## config.mk

```make
export PLATFORM = sky130hd
export DESIGN_NAME = gsa_status_addr
export DESIGN_NICKNAME = d
export VERILOG_FILES = /design/src/inc/gsa_pkg.sv /design/src/inc/gsa_fault_if.sv /design/src/design/gsa_fault_queue.sv /design/src/design/gsa_status_addr.sv
export VERILOG_INCLUDE_DIRS = /design/src /design/src/inc
export SDC_FILE = /design/constraint.sdc
export NUM_CORES = 1
export LEC_CHECK = 0
export ABC_AREA = 1
export BUFFER_PORTS_ARGS = -buffer_cell sky130_fd_sc_hd__buf_2
export CAP_MARGIN = 40
export CORE_MARGIN = 2
export CORE_UTILIZATION = 40
export DETAILED_ROUTE_END_ITERATION = 10
export GPL_TIMING_DRIVEN = 0
export HOLD_SLACK_MARGIN = 0.03
export PLACE_DENSITY = 0.62
export SETUP_SLACK_MARGIN = 0.05
export SLEW_MARGIN = 25
export SYNTH_ARGS = -nofsm -noshare
export SYNTH_HDL_FRONTEND = slang
export SYNTH_HIERARCHICAL = 1
export SYNTH_SLANG_ARGS = --single-unit
```

## constraint.sdc

```tcl
create_clock -name clk_sys -period 2.69 [get_ports clk_sys]
set_input_delay 0.807 -clock clk_sys [delete_from_list [all_inputs] [get_ports clk_sys]]
set_output_delay 0.807 -clock clk_sys [all_outputs]
set_load 0.01 [all_outputs]
```

## src/inc/gsa_params.svh

```systemverilog
// constants for the bus status and addressing block
`ifndef GSA_PARAMS_SVH
`define GSA_PARAMS_SVH

// status byte bit positions
`define GSA_BIT_SWEEP_END   0
`define GSA_BIT_HW_FAULT    1
`define GSA_BIT_EXEC_FAULT  2
`define GSA_BIT_LOCAL       3
`define GSA_BIT_READY       4
`define GSA_BIT_ERROR       5
`define GSA_BIT_RQS         6
`define GSA_BIT_PARAM_CHG   7

// reset values
`define GSA_MASK_RESET      8'h00
`define GSA_STATUS_RESET    8'h00
// mask bit 6 never takes part in the request decision
`define GSA_RQS_IGNORE      8'hBF

// depth of the hardware fault queue
`define GSA_FAULT_DEPTH     4
`define GSA_FAULT_W         8

`endif

```

## src/inc/gsa_pkg.sv

```systemverilog
// types for the bus status and addressing block
package gsa_pkg;

    // addressing role on the bus
    typedef enum logic [1:0] {
        GSA_IDLE   = 2'b00,
        GSA_LISTEN = 2'b01,
        GSA_TALK   = 2'b10
    } gsa_addr_t;

    // sticky event bits of the status byte
    typedef struct packed {
        logic sweep_end;
        logic hw_fault;
        logic exec_fault;
        logic param_chg;
    } gsa_events_t;

endpackage : gsa_pkg

```

## src/inc/gsa_fault_if.sv

```systemverilog
// hardware fault queue hookup between the top and the queue
`timescale 1ns/100ps
interface gsa_fault_if #(parameter int W = 8);
    logic         push;
    logic [W-1:0] push_code;
    logic         pop;
    logic [W-1:0] head_code;
    logic         not_empty;
    logic         full;

    modport owner (output push, output push_code, output pop,
                   input head_code, input not_empty, input full);
    modport queue (input push, input push_code, input pop,
                   output head_code, output not_empty, output full);
endinterface : gsa_fault_if

```

## src/design/gsa_fault_queue.sv

```systemverilog
// small queue of hardware fault codes
`timescale 1ns/100ps
`include "gsa_params.svh"
module gsa_fault_queue #(
    parameter int DEPTH = `GSA_FAULT_DEPTH,
    parameter int W     = `GSA_FAULT_W
) (
    // clock and reset
    input  wire logic clk_sys,
    input  wire logic arst_n,
    // queue side
    gsa_fault_if.queue fq
);
    localparam int AW = $clog2(DEPTH);

    typedef struct packed {
        logic [AW-1:0] rd;
        logic [AW-1:0] wr;
        logic [AW:0]   cnt;
    } gsa_fq_state_t;

    gsa_fq_state_t s_q;
    gsa_fq_state_t s_d;
    logic [W-1:0]  mem_q [DEPTH];

    // pointer bump with wrap
    function automatic logic [AW-1:0] gsa_bump(input logic [AW-1:0] p);
        gsa_bump = (p == AW'(DEPTH - 1)) ? '0 : p + AW'(1);
    endfunction : gsa_bump

    logic do_push;
    logic do_pop;

    // a push while full is dropped; oldest faults are kept
    assign do_push = fq.push && (s_q.cnt != (AW+1)'(DEPTH));
    assign do_pop  = fq.pop && (s_q.cnt != '0);

    // next pointers and count
    always_comb begin
        s_d = s_q;
        if (do_push) begin
            s_d.wr = gsa_bump(s_q.wr);
        end
        if (do_pop) begin
            s_d.rd = gsa_bump(s_q.rd);
        end
        s_d.cnt = s_q.cnt + (AW+1)'(do_push) - (AW+1)'(do_pop);
    end

    // state register
    always_ff @(posedge clk_sys or negedge arst_n) begin
        if (!arst_n) begin
            s_q <= '0;
        end else begin
            s_q <= s_d;
        end
    end

    // storage, no reset needed on data
    always_ff @(posedge clk_sys) begin
        if (do_push) begin
            mem_q[s_q.wr] <= fq.push_code;
        end
    end

    assign fq.head_code = mem_q[s_q.rd];
    assign fq.not_empty = (s_q.cnt != '0);
    assign fq.full      = (s_q.cnt == (AW+1)'(DEPTH));
endmodule : gsa_fault_queue

```

## src/design/gsa_status_addr.sv

```systemverilog
// status byte, service request and addressing logic of the bus port
// Function
// - poll returns live status while no request
// - poll returns snapshot while request stands
// - polling alone clears no status bit
// - clear commands wipe status unless hardware fault
// - local and ready bits always live
// - sweep end sets, resets on sweep selection
// - hardware fault bit cleared only by read
// - queued fault codes, one per talk address
// - execution fault bit cleared by its read
// - local bit live; local key requests service outside lockout
// - error bit is OR of bits 1,2
// - request bit follows masked status byte
// - parameter changed bit cleared by its read
// - interface clear ends talk and listen
// - trigger ignored, no parallel poll response
// - listen state held until listed events
// - talk state held until listed events
// - lamps for remote, listen, talk, request
// - recall display command honoured in remote
// - masked bits raise request and SRQ
// - mask zero at power on and preset
`timescale 1ns/100ps
`include "gsa_params.svh"
module gsa_status_addr
#(
    parameter int FAULT_DEPTH = `GSA_FAULT_DEPTH,
    parameter int FAULT_W     = `GSA_FAULT_W
) (
    // clock and reset
    input  wire logic               clk_sys,
    input  wire logic               arst_n,
    // instrument conditions and events, one-cycle pulses unless noted
    input  wire logic               sweep_done,
    input  wire logic               sweep_select,
    input  wire logic               hw_fault_evt,
    input  wire logic [FAULT_W-1:0] hw_fault_code,
    input  wire logic               exec_fault_evt,
    input  wire logic               param_chg_evt,
    input  wire logic               ready_lvl,
    input  wire logic               local_key,
    input  wire logic               power_on_evt,
    // decoded commands, one-cycle pulses
    input  wire logic               clear_status_cmd,
    input  wire logic               full_preset_cmd,
    input  wire logic               dev_clear_cmd,
    input  wire logic               read_hw_fault_cmd,
    input  wire logic               read_exec_fault_cmd,
    input  wire logic               read_changed_param_cmd,
    input  wire logic               recall_display_cmd,
    input  wire logic               mask_wr,
    input  wire logic [7:0]         mask_wdata,
    // bus interface messages, one-cycle pulses; remote and lockout are levels
    input  wire logic               remote_lvl,
    input  wire logic               lockout_lvl,
    input  wire logic               ifc_evt,
    input  wire logic               my_listen_addr,
    input  wire logic               my_talk_addr,
    input  wire logic               other_talk_addr,
    input  wire logic               unlisten_cmd,
    input  wire logic               untalk_cmd,
    input  wire logic               trigger_cmd,
    input  wire logic               parallel_poll,
    input  wire logic               serial_poll_rd,
    // poll answer and fault output
    output logic [7:0]              poll_byte,
    output logic                    poll_valid,
    output logic [FAULT_W-1:0]      fault_code_out,
    output logic                    fault_code_valid,
    output logic                    redisplay,
    output logic                    srq_data,
    output logic                    srq_oe_n,
    // front panel lamps
    output logic                    remote_lamp,
    output logic                    listener_lamp,
    output logic                    talker_lamp,
    output logic                    srq_lamp,
    output logic                    front_srq,
    output logic [7:0]              status_byte
);
    import gsa_pkg::*;

    ////////////////////////////////////////////////////////////////////////
    // state

    // all state in one record; s_d is its next value
    typedef struct packed {
        gsa_events_t        ev;
        logic [7:0]         mask;
        logic [7:0]         snap;
        logic               rqs;
        gsa_addr_t          role;
        logic               hw_reading;
        logic [7:0]         poll_byte;
        logic               poll_valid;
        logic [FAULT_W-1:0] fcode;
        logic               fvalid;
        logic               redisplay;
        logic               srq;
        logic               front_srq;
        logic [7:0]         status;
        logic               srq_n;        // low while SRQ is pulled
        logic               lamp_remote;
        logic               lamp_listen;
        logic               lamp_talk;
    } gsa_state_t;

    gsa_state_t s_q;
    gsa_state_t s_d;

    // a full queue drops new codes; the first fault is the cause
    gsa_fault_if #(.W(FAULT_W)) fq ();

    gsa_fault_queue #(
        .DEPTH (FAULT_DEPTH),
        .W     (FAULT_W)
    ) u_fq (
        .clk_sys (clk_sys),
        .arst_n  (arst_n),
        .fq      (fq)
    );

    ////////////////////////////////////////////////////////////////////////
    // helpers

    // assemble the status byte from events, live bits and a request bit
    // bit 5 is derived, never stored, so it cannot drift
    function automatic logic [7:0] gsa_pack(input gsa_events_t e, input logic loc,
                                            input logic rdy, input logic rq);
        logic [7:0] b;
        b = `GSA_STATUS_RESET;
        b[`GSA_BIT_SWEEP_END]  = e.sweep_end;
        b[`GSA_BIT_HW_FAULT]   = e.hw_fault;
        b[`GSA_BIT_EXEC_FAULT] = e.exec_fault;
        b[`GSA_BIT_LOCAL]      = loc;
        b[`GSA_BIT_READY]      = rdy;
        b[`GSA_BIT_ERROR]      = e.hw_fault | e.exec_fault;
        b[`GSA_BIT_RQS]        = rq;
        b[`GSA_BIT_PARAM_CHG]  = e.param_chg;
        gsa_pack = b;
    endfunction : gsa_pack

    // masked request test with bit 6 left out
    // bit 6 is the request itself; letting it in would latch it
    function automatic logic gsa_req(input logic [7:0] b, input logic [7:0] m);
        gsa_req = |(b & m & `GSA_RQS_IGNORE);
    endfunction : gsa_req

    // working values of the next-state process
    logic        any_clear;
    logic        clear_ok;
    logic        local_now;
    logic [7:0]  pre_byte;
    logic [7:0]  live_byte;
    logic        rqs_next;

    // live level; no clear ever touches it
    assign local_now = ~remote_lvl;

    // fault queue hookup: a new fault enters, each talk address after the
    // read command takes one code out
    assign fq.push      = hw_fault_evt;
    assign fq.push_code = hw_fault_code;
    assign fq.pop       = s_q.hw_reading && my_talk_addr && fq.not_empty;

    ////////////////////////////////////////////////////////////////////////
    // next state

    always_comb begin
        s_d       = s_q;
        any_clear = clear_status_cmd | full_preset_cmd | dev_clear_cmd | power_on_evt;
        // an unresolved fault blocks the byte-wide clear; a code
        // still waiting in the queue counts as unresolved
        clear_ok  = any_clear && !s_q.ev.hw_fault && !fq.not_empty;

        // sticky events: the reset action first, then the set wins
        // so no event slips past a clear landing with it
        if (clear_ok) begin
            s_d.ev = '0;
        end
        if (sweep_select) begin
            s_d.ev.sweep_end = 1'b0;
        end
        if (sweep_done) begin
            s_d.ev.sweep_end = 1'b1;
        end
        if (read_hw_fault_cmd) begin
            s_d.ev.hw_fault   = 1'b0;
            s_d.hw_reading    = 1'b1;
        end
        if (hw_fault_evt) begin
            s_d.ev.hw_fault = 1'b1;
        end
        if (read_exec_fault_cmd) begin
            s_d.ev.exec_fault = 1'b0;
        end
        if (exec_fault_evt) begin
            s_d.ev.exec_fault = 1'b1;
        end
        if (read_changed_param_cmd) begin
            s_d.ev.param_chg = 1'b0;
        end
        if (param_chg_evt) begin
            s_d.ev.param_chg = 1'b1;
        end

        // request mask: zero on power on and preset
        // preset beats a mask write in the same cycle
        if (mask_wr) begin
            s_d.mask = mask_wdata;
        end
        if (power_on_evt || full_preset_cmd) begin
            s_d.mask = `GSA_MASK_RESET;
        end

        // request bit from the updated events and mask
        // bit 6 forced low so byte and request never loop
        pre_byte = gsa_pack(s_d.ev, local_now, ready_lvl, 1'b0);
        rqs_next = gsa_req(pre_byte, s_d.mask);
        s_d.rqs  = rqs_next;
        live_byte = gsa_pack(s_d.ev, local_now, ready_lvl, rqs_next);
        s_d.status = live_byte;

        // snapshot taken when the request first rises
        if (rqs_next && !s_q.rqs) begin
            s_d.snap = live_byte;
        end

        // serial poll answer; reading clears nothing
        // the snapshot shows what raised the request
        // poll_valid is a strobe; poll_byte holds until the next poll
        s_d.poll_valid = serial_poll_rd;
        if (serial_poll_rd) begin
            if (s_q.rqs) begin
                s_d.poll_byte = s_q.snap;
                s_d.snap      = live_byte;
            end else begin
                s_d.poll_byte = s_q.status;
            end
        end

        // fault code delivery on talk address
        // one code per talk address
        s_d.fvalid = fq.pop;
        if (fq.pop) begin
            s_d.fcode = fq.head_code;
        end
        // reading ends when a talk address finds the queue empty;
        // a new read command in that cycle keeps it going
        if (s_q.hw_reading && my_talk_addr && !fq.not_empty && !read_hw_fault_cmd) begin
            s_d.hw_reading = 1'b0;
        end

        // addressing; trigger and parallel poll have no effect
        // talk wins over listen from idle
        case (s_q.role)
            GSA_IDLE: begin
                if (my_talk_addr) begin
                    s_d.role = GSA_TALK;
                end else if (my_listen_addr) begin
                    s_d.role = GSA_LISTEN;
                end
            end
            GSA_LISTEN: begin
                if (my_talk_addr) begin
                    s_d.role = GSA_TALK;
                end else if (unlisten_cmd) begin
                    s_d.role = GSA_IDLE;
                end
            end
            GSA_TALK: begin
                if (my_listen_addr) begin
                    s_d.role = GSA_LISTEN;
                end else if (other_talk_addr || untalk_cmd) begin
                    s_d.role = GSA_IDLE;
                end
            end
            default: begin
                s_d.role = GSA_IDLE;
            end
        endcase
        if (ifc_evt || power_on_evt) begin
            s_d.role = GSA_IDLE;
        end

        // redisplay only when remote
        // in local the panel keys do this themselves
        s_d.redisplay = recall_display_cmd && remote_lvl;
        // local key outside lockout emulates a panel request
        s_d.front_srq = local_key && !lockout_lvl;

        // SRQ follows the request bit exactly
        s_d.srq   = rqs_next;
        s_d.srq_n = !rqs_next;

        // lamps registered so no panel output comes through a gate
        s_d.lamp_remote = remote_lvl;
        s_d.lamp_listen = (s_d.role == GSA_LISTEN);
        s_d.lamp_talk   = (s_d.role == GSA_TALK);
    end

    ////////////////////////////////////////////////////////////////////////
    // state register
    // one register keeps the reset image in one place

    always_ff @(posedge clk_sys or negedge arst_n) begin
        if (!arst_n) begin
            s_q             <= '0;
            // SRQ released, remote lamp as for a cleared byte
            s_q.srq_n       <= 1'b1;
            s_q.lamp_remote <= 1'b1;
        end else begin
            s_q <= s_d;
        end
    end

    ////////////////////////////////////////////////////////////////////////
    // outputs, all straight from flip-flops except srq_data, which is tied low

    assign poll_byte        = s_q.poll_byte;
    assign poll_valid       = s_q.poll_valid;
    assign fault_code_out   = s_q.fcode;
    assign fault_code_valid = s_q.fvalid;
    assign redisplay        = s_q.redisplay;
    // open drain: the data stays low, only the enable moves
    assign srq_data         = 1'b0;
    assign srq_oe_n         = s_q.srq_n;
    assign remote_lamp      = s_q.lamp_remote;
    assign listener_lamp    = s_q.lamp_listen;
    assign talker_lamp      = s_q.lamp_talk;
    assign srq_lamp         = s_q.srq;
    assign front_srq        = s_q.front_srq;
    assign status_byte      = s_q.status;

    // trigger and parallel poll are deliberately left without effect
    logic unused_ok;
    assign unused_ok = trigger_cmd | parallel_poll;
endmodule : gsa_status_addr

```

==> metrics.md <==
| Metric | Value |
|---|---|
| Die Y | 104 um |
| WP buf/inv | 3 |
| Worst R2R End | u_fq/s_q[2] |
| Row count | 36 |
| Post-layout min period | 2.34 ns |
| First-pass GRT wire length | 12900 um |
| Synth Instances | 410 |
| Hold buffers post-CTS | 0 |
| R2r setup slk | 0.35 ns |
| CP Class | register to register |
| CP Launch Point | u_fq/s_q[1] |
| Starting density of the core | 0.412 |
| GR Overflow Total | 0 |
| Remaining DRCs | 0 |
| Antenna Cells | 0 |
| Filler cell count | 953 |
| Synth Warn # | 6 |
| Setup repair after global routing missed its margin | false |
| Slew margin rel. | 0.473 |
| Vias in the first global route | 2719 |
| 1st-iter DRT viols | 93 |
| Critical Path End | u_fq/s_q[2] |
| Num CTS Buffers | 9 |
| Initial antenna violation count | 0 |
| Max incr delay on CP | 0.45 ns |
| CP max FO | 13 |
| Port Buffers | 73 |
| Final cycle utilization of the critical path | 0.870 |
| Worst min-delay path class | register to register |
| CP Cell Sequence | nor2_2, nand2_2, nand2_1, nor2_4, nand2_1, inv_1, ha_1, inv_1, ha_1, inv_1, fa_1, nand3_1, nand2_1 |
| Worst vdd ir | 0.359 mV |
| Leakage power | 2.41 nW |
| Largest net degree at the start of global routing | 58 |
| Setup bufs post-CTS | 0 |
| Multi-input gate area | 0.00113 mm2 |
| Final worst slack | 0.351 ns |
| Die Width | 104 um |
| Quantity of gates resized following cts | 1 |
| Crit. path cell count | 13 |
| Clock Path Buffers | 2 |
| Max-slew violations | 0 |
| Via density per instance | 4.43 |
| P&R area growth vs syn | 18.6% |
| Vias | 2813 |
| Post-DP HPWL | 5520 um |
| Clock Skew | 0.0148 ns |
| Mean routed wirelength per cell | 12.0 um |
| Placer Congestion | 0.754 |
| PwrDens | 855 mW/mm2 |
| Pre-CTS setup slack | -0.284 ns |
| Worst R2R Path Depth | 13 |
| Root buf cell | clkbuf_8 |
| Register area | 0.00239 mm2 |
| Crit path launch type | register |
| Hold Slack | 0.478 ns |
| Final setup viols | 0 |
| Worst-Skew Late Latency | 0.36 ns |
| Crit-path slowest cell | dfrtp_1 |
| Fmax | 428 MHz |
| Synth Cell Area | 0.00401 mm2 |
| First-pass DRT Iterations | 4 |
| Worst Max-Slew Pin Slew | 0.787 ns |
| Global-route usage over all layers | 0.149 |
| Max-cap viol count | 0 |
| Status | completed |
| CP delay by family, top | simple AND/OR/NAND/NOR gates |
| Clock Sinks | 89 |
| WP data required | 2.93 ns |
| Final hold violations | 0 |
| Drt total wl | 7600 um |
| Share of layout cells above drive strength 1 | 0.281 |
| CTS tree | yes |
| Core Region | 0.00973 mm2 |
| RR Startpoint | u_fq/s_q[1] |
| Mapped Nets | 463 |
| Io pins | 79 |
| CP arrival | 2.58 ns |
| Worst-path clk slew | 0.09 ns |
| Die ar. | 0.0108 mm2 |
| ANT nets after route | 0 |
| Htree depth | 3 |
| Syn avg cell area | 9.77 um2 |
| Critical path endpoint category | register |
| Total Nets Final | 550 |
[worst min-delay path, delay by kind of cell (launching register included)]
family | cells | cell delay, ns
flip-flops | 1 | 0.35
AND/OR/NAND/NOR | 2 | 0.09
[where the power goes]
group	internal (mW)	switching, mW	total (mW)
clock	0.351	0.491	0.842
sequential	1.71	0.144	1.85
combinational	0.583	0.780	1.36
total	2.64	1.42	4.06
[routing by layer]
metal,GRT usage,wire (um),up-vias
met3,0.0320,264,10
met5,0,0,-
li1,-,-,1442
met2,0.235,3530,52
met4,0.0637,122,0
met1,0.200,3680,1309
[cells in the final DEF, fill, tap and decap left out, types with 3 or more instances in the layout]
cell	instances
o211ai_1	16
nand2_1	126
a31oi_1	7
ha_1	7
a21oi_1	8
dfrtp_1	55
buf_2	73
edfxtp_1	32
clkbuf_8	9
inv_2	3
nor2_1	24
nand3_1	17
buf_4	29
nor2_4	3
inv_1	57
buf_6	6
[per-stage QoR]
| stage | TNS [ns] | instance area, um2 | std cells | total power, mW | util |
|---|---|---|---|---|---|
| after floorplan | 0 | 4010 | 410 | 2.82 | - |
| after global placement | -0.533 | 4540 | 616 | 3.20 | 0.466 |
| after detailed placement | -0.528 | 4540 | 616 | 3.24 | 0.467 |
| after CTS | 0 | 4720 | 632 | 4.10 | 0.485 |
| after global routing | 0 | 4750 | 635 | 4.38 | 0.488 |
| final | 0 | 4750 | 635 | 4.06 | 0.488 |
[sequential cells by signal (all words and copies together), names as in the netlist, 7 cells and up]
| signal | count |
|---|---|
| fault_code_out | 8 |
| poll_byte | 8 |
| s_q | 19 |
| status_byte | 7 |
| u_fq/mem_q | 32 |
| u_fq/s_q | 7 |
[final cells by class]
class,instances,share of cell area
flip-flops and latches,89,0.503
multi-input cells,226,0.237
repair buffers,76,0.0822
plain buffers,35,0.0572
inverters,60,0.0474
well taps,133,0.0350
clock buffers,10,0.0271
clock inverters,6,0.0105
[worst min path at each step]
stage | from | endpoint | slack [ns] | cells past startpoint
after floorplan | s_q[37] | s_q[37] | 0.44 | 2
after global placement | fault_code_out[1] | fault_code_out[1] | 0.46 | 2
after detailed placement | fault_code_out[5] | fault_code_out[5] | 0.46 | 2
after CTS | fault_code_out[5] | fault_code_out[5] | 0.48 | 2
after global routing | fault_code_out[0] | fault_code_out[0] | 0.50 | 2
final | fault_code_out[5] | fault_code_out[5] | 0.48 | 2
Note: power is estimated with default switching activity, not from simulation.
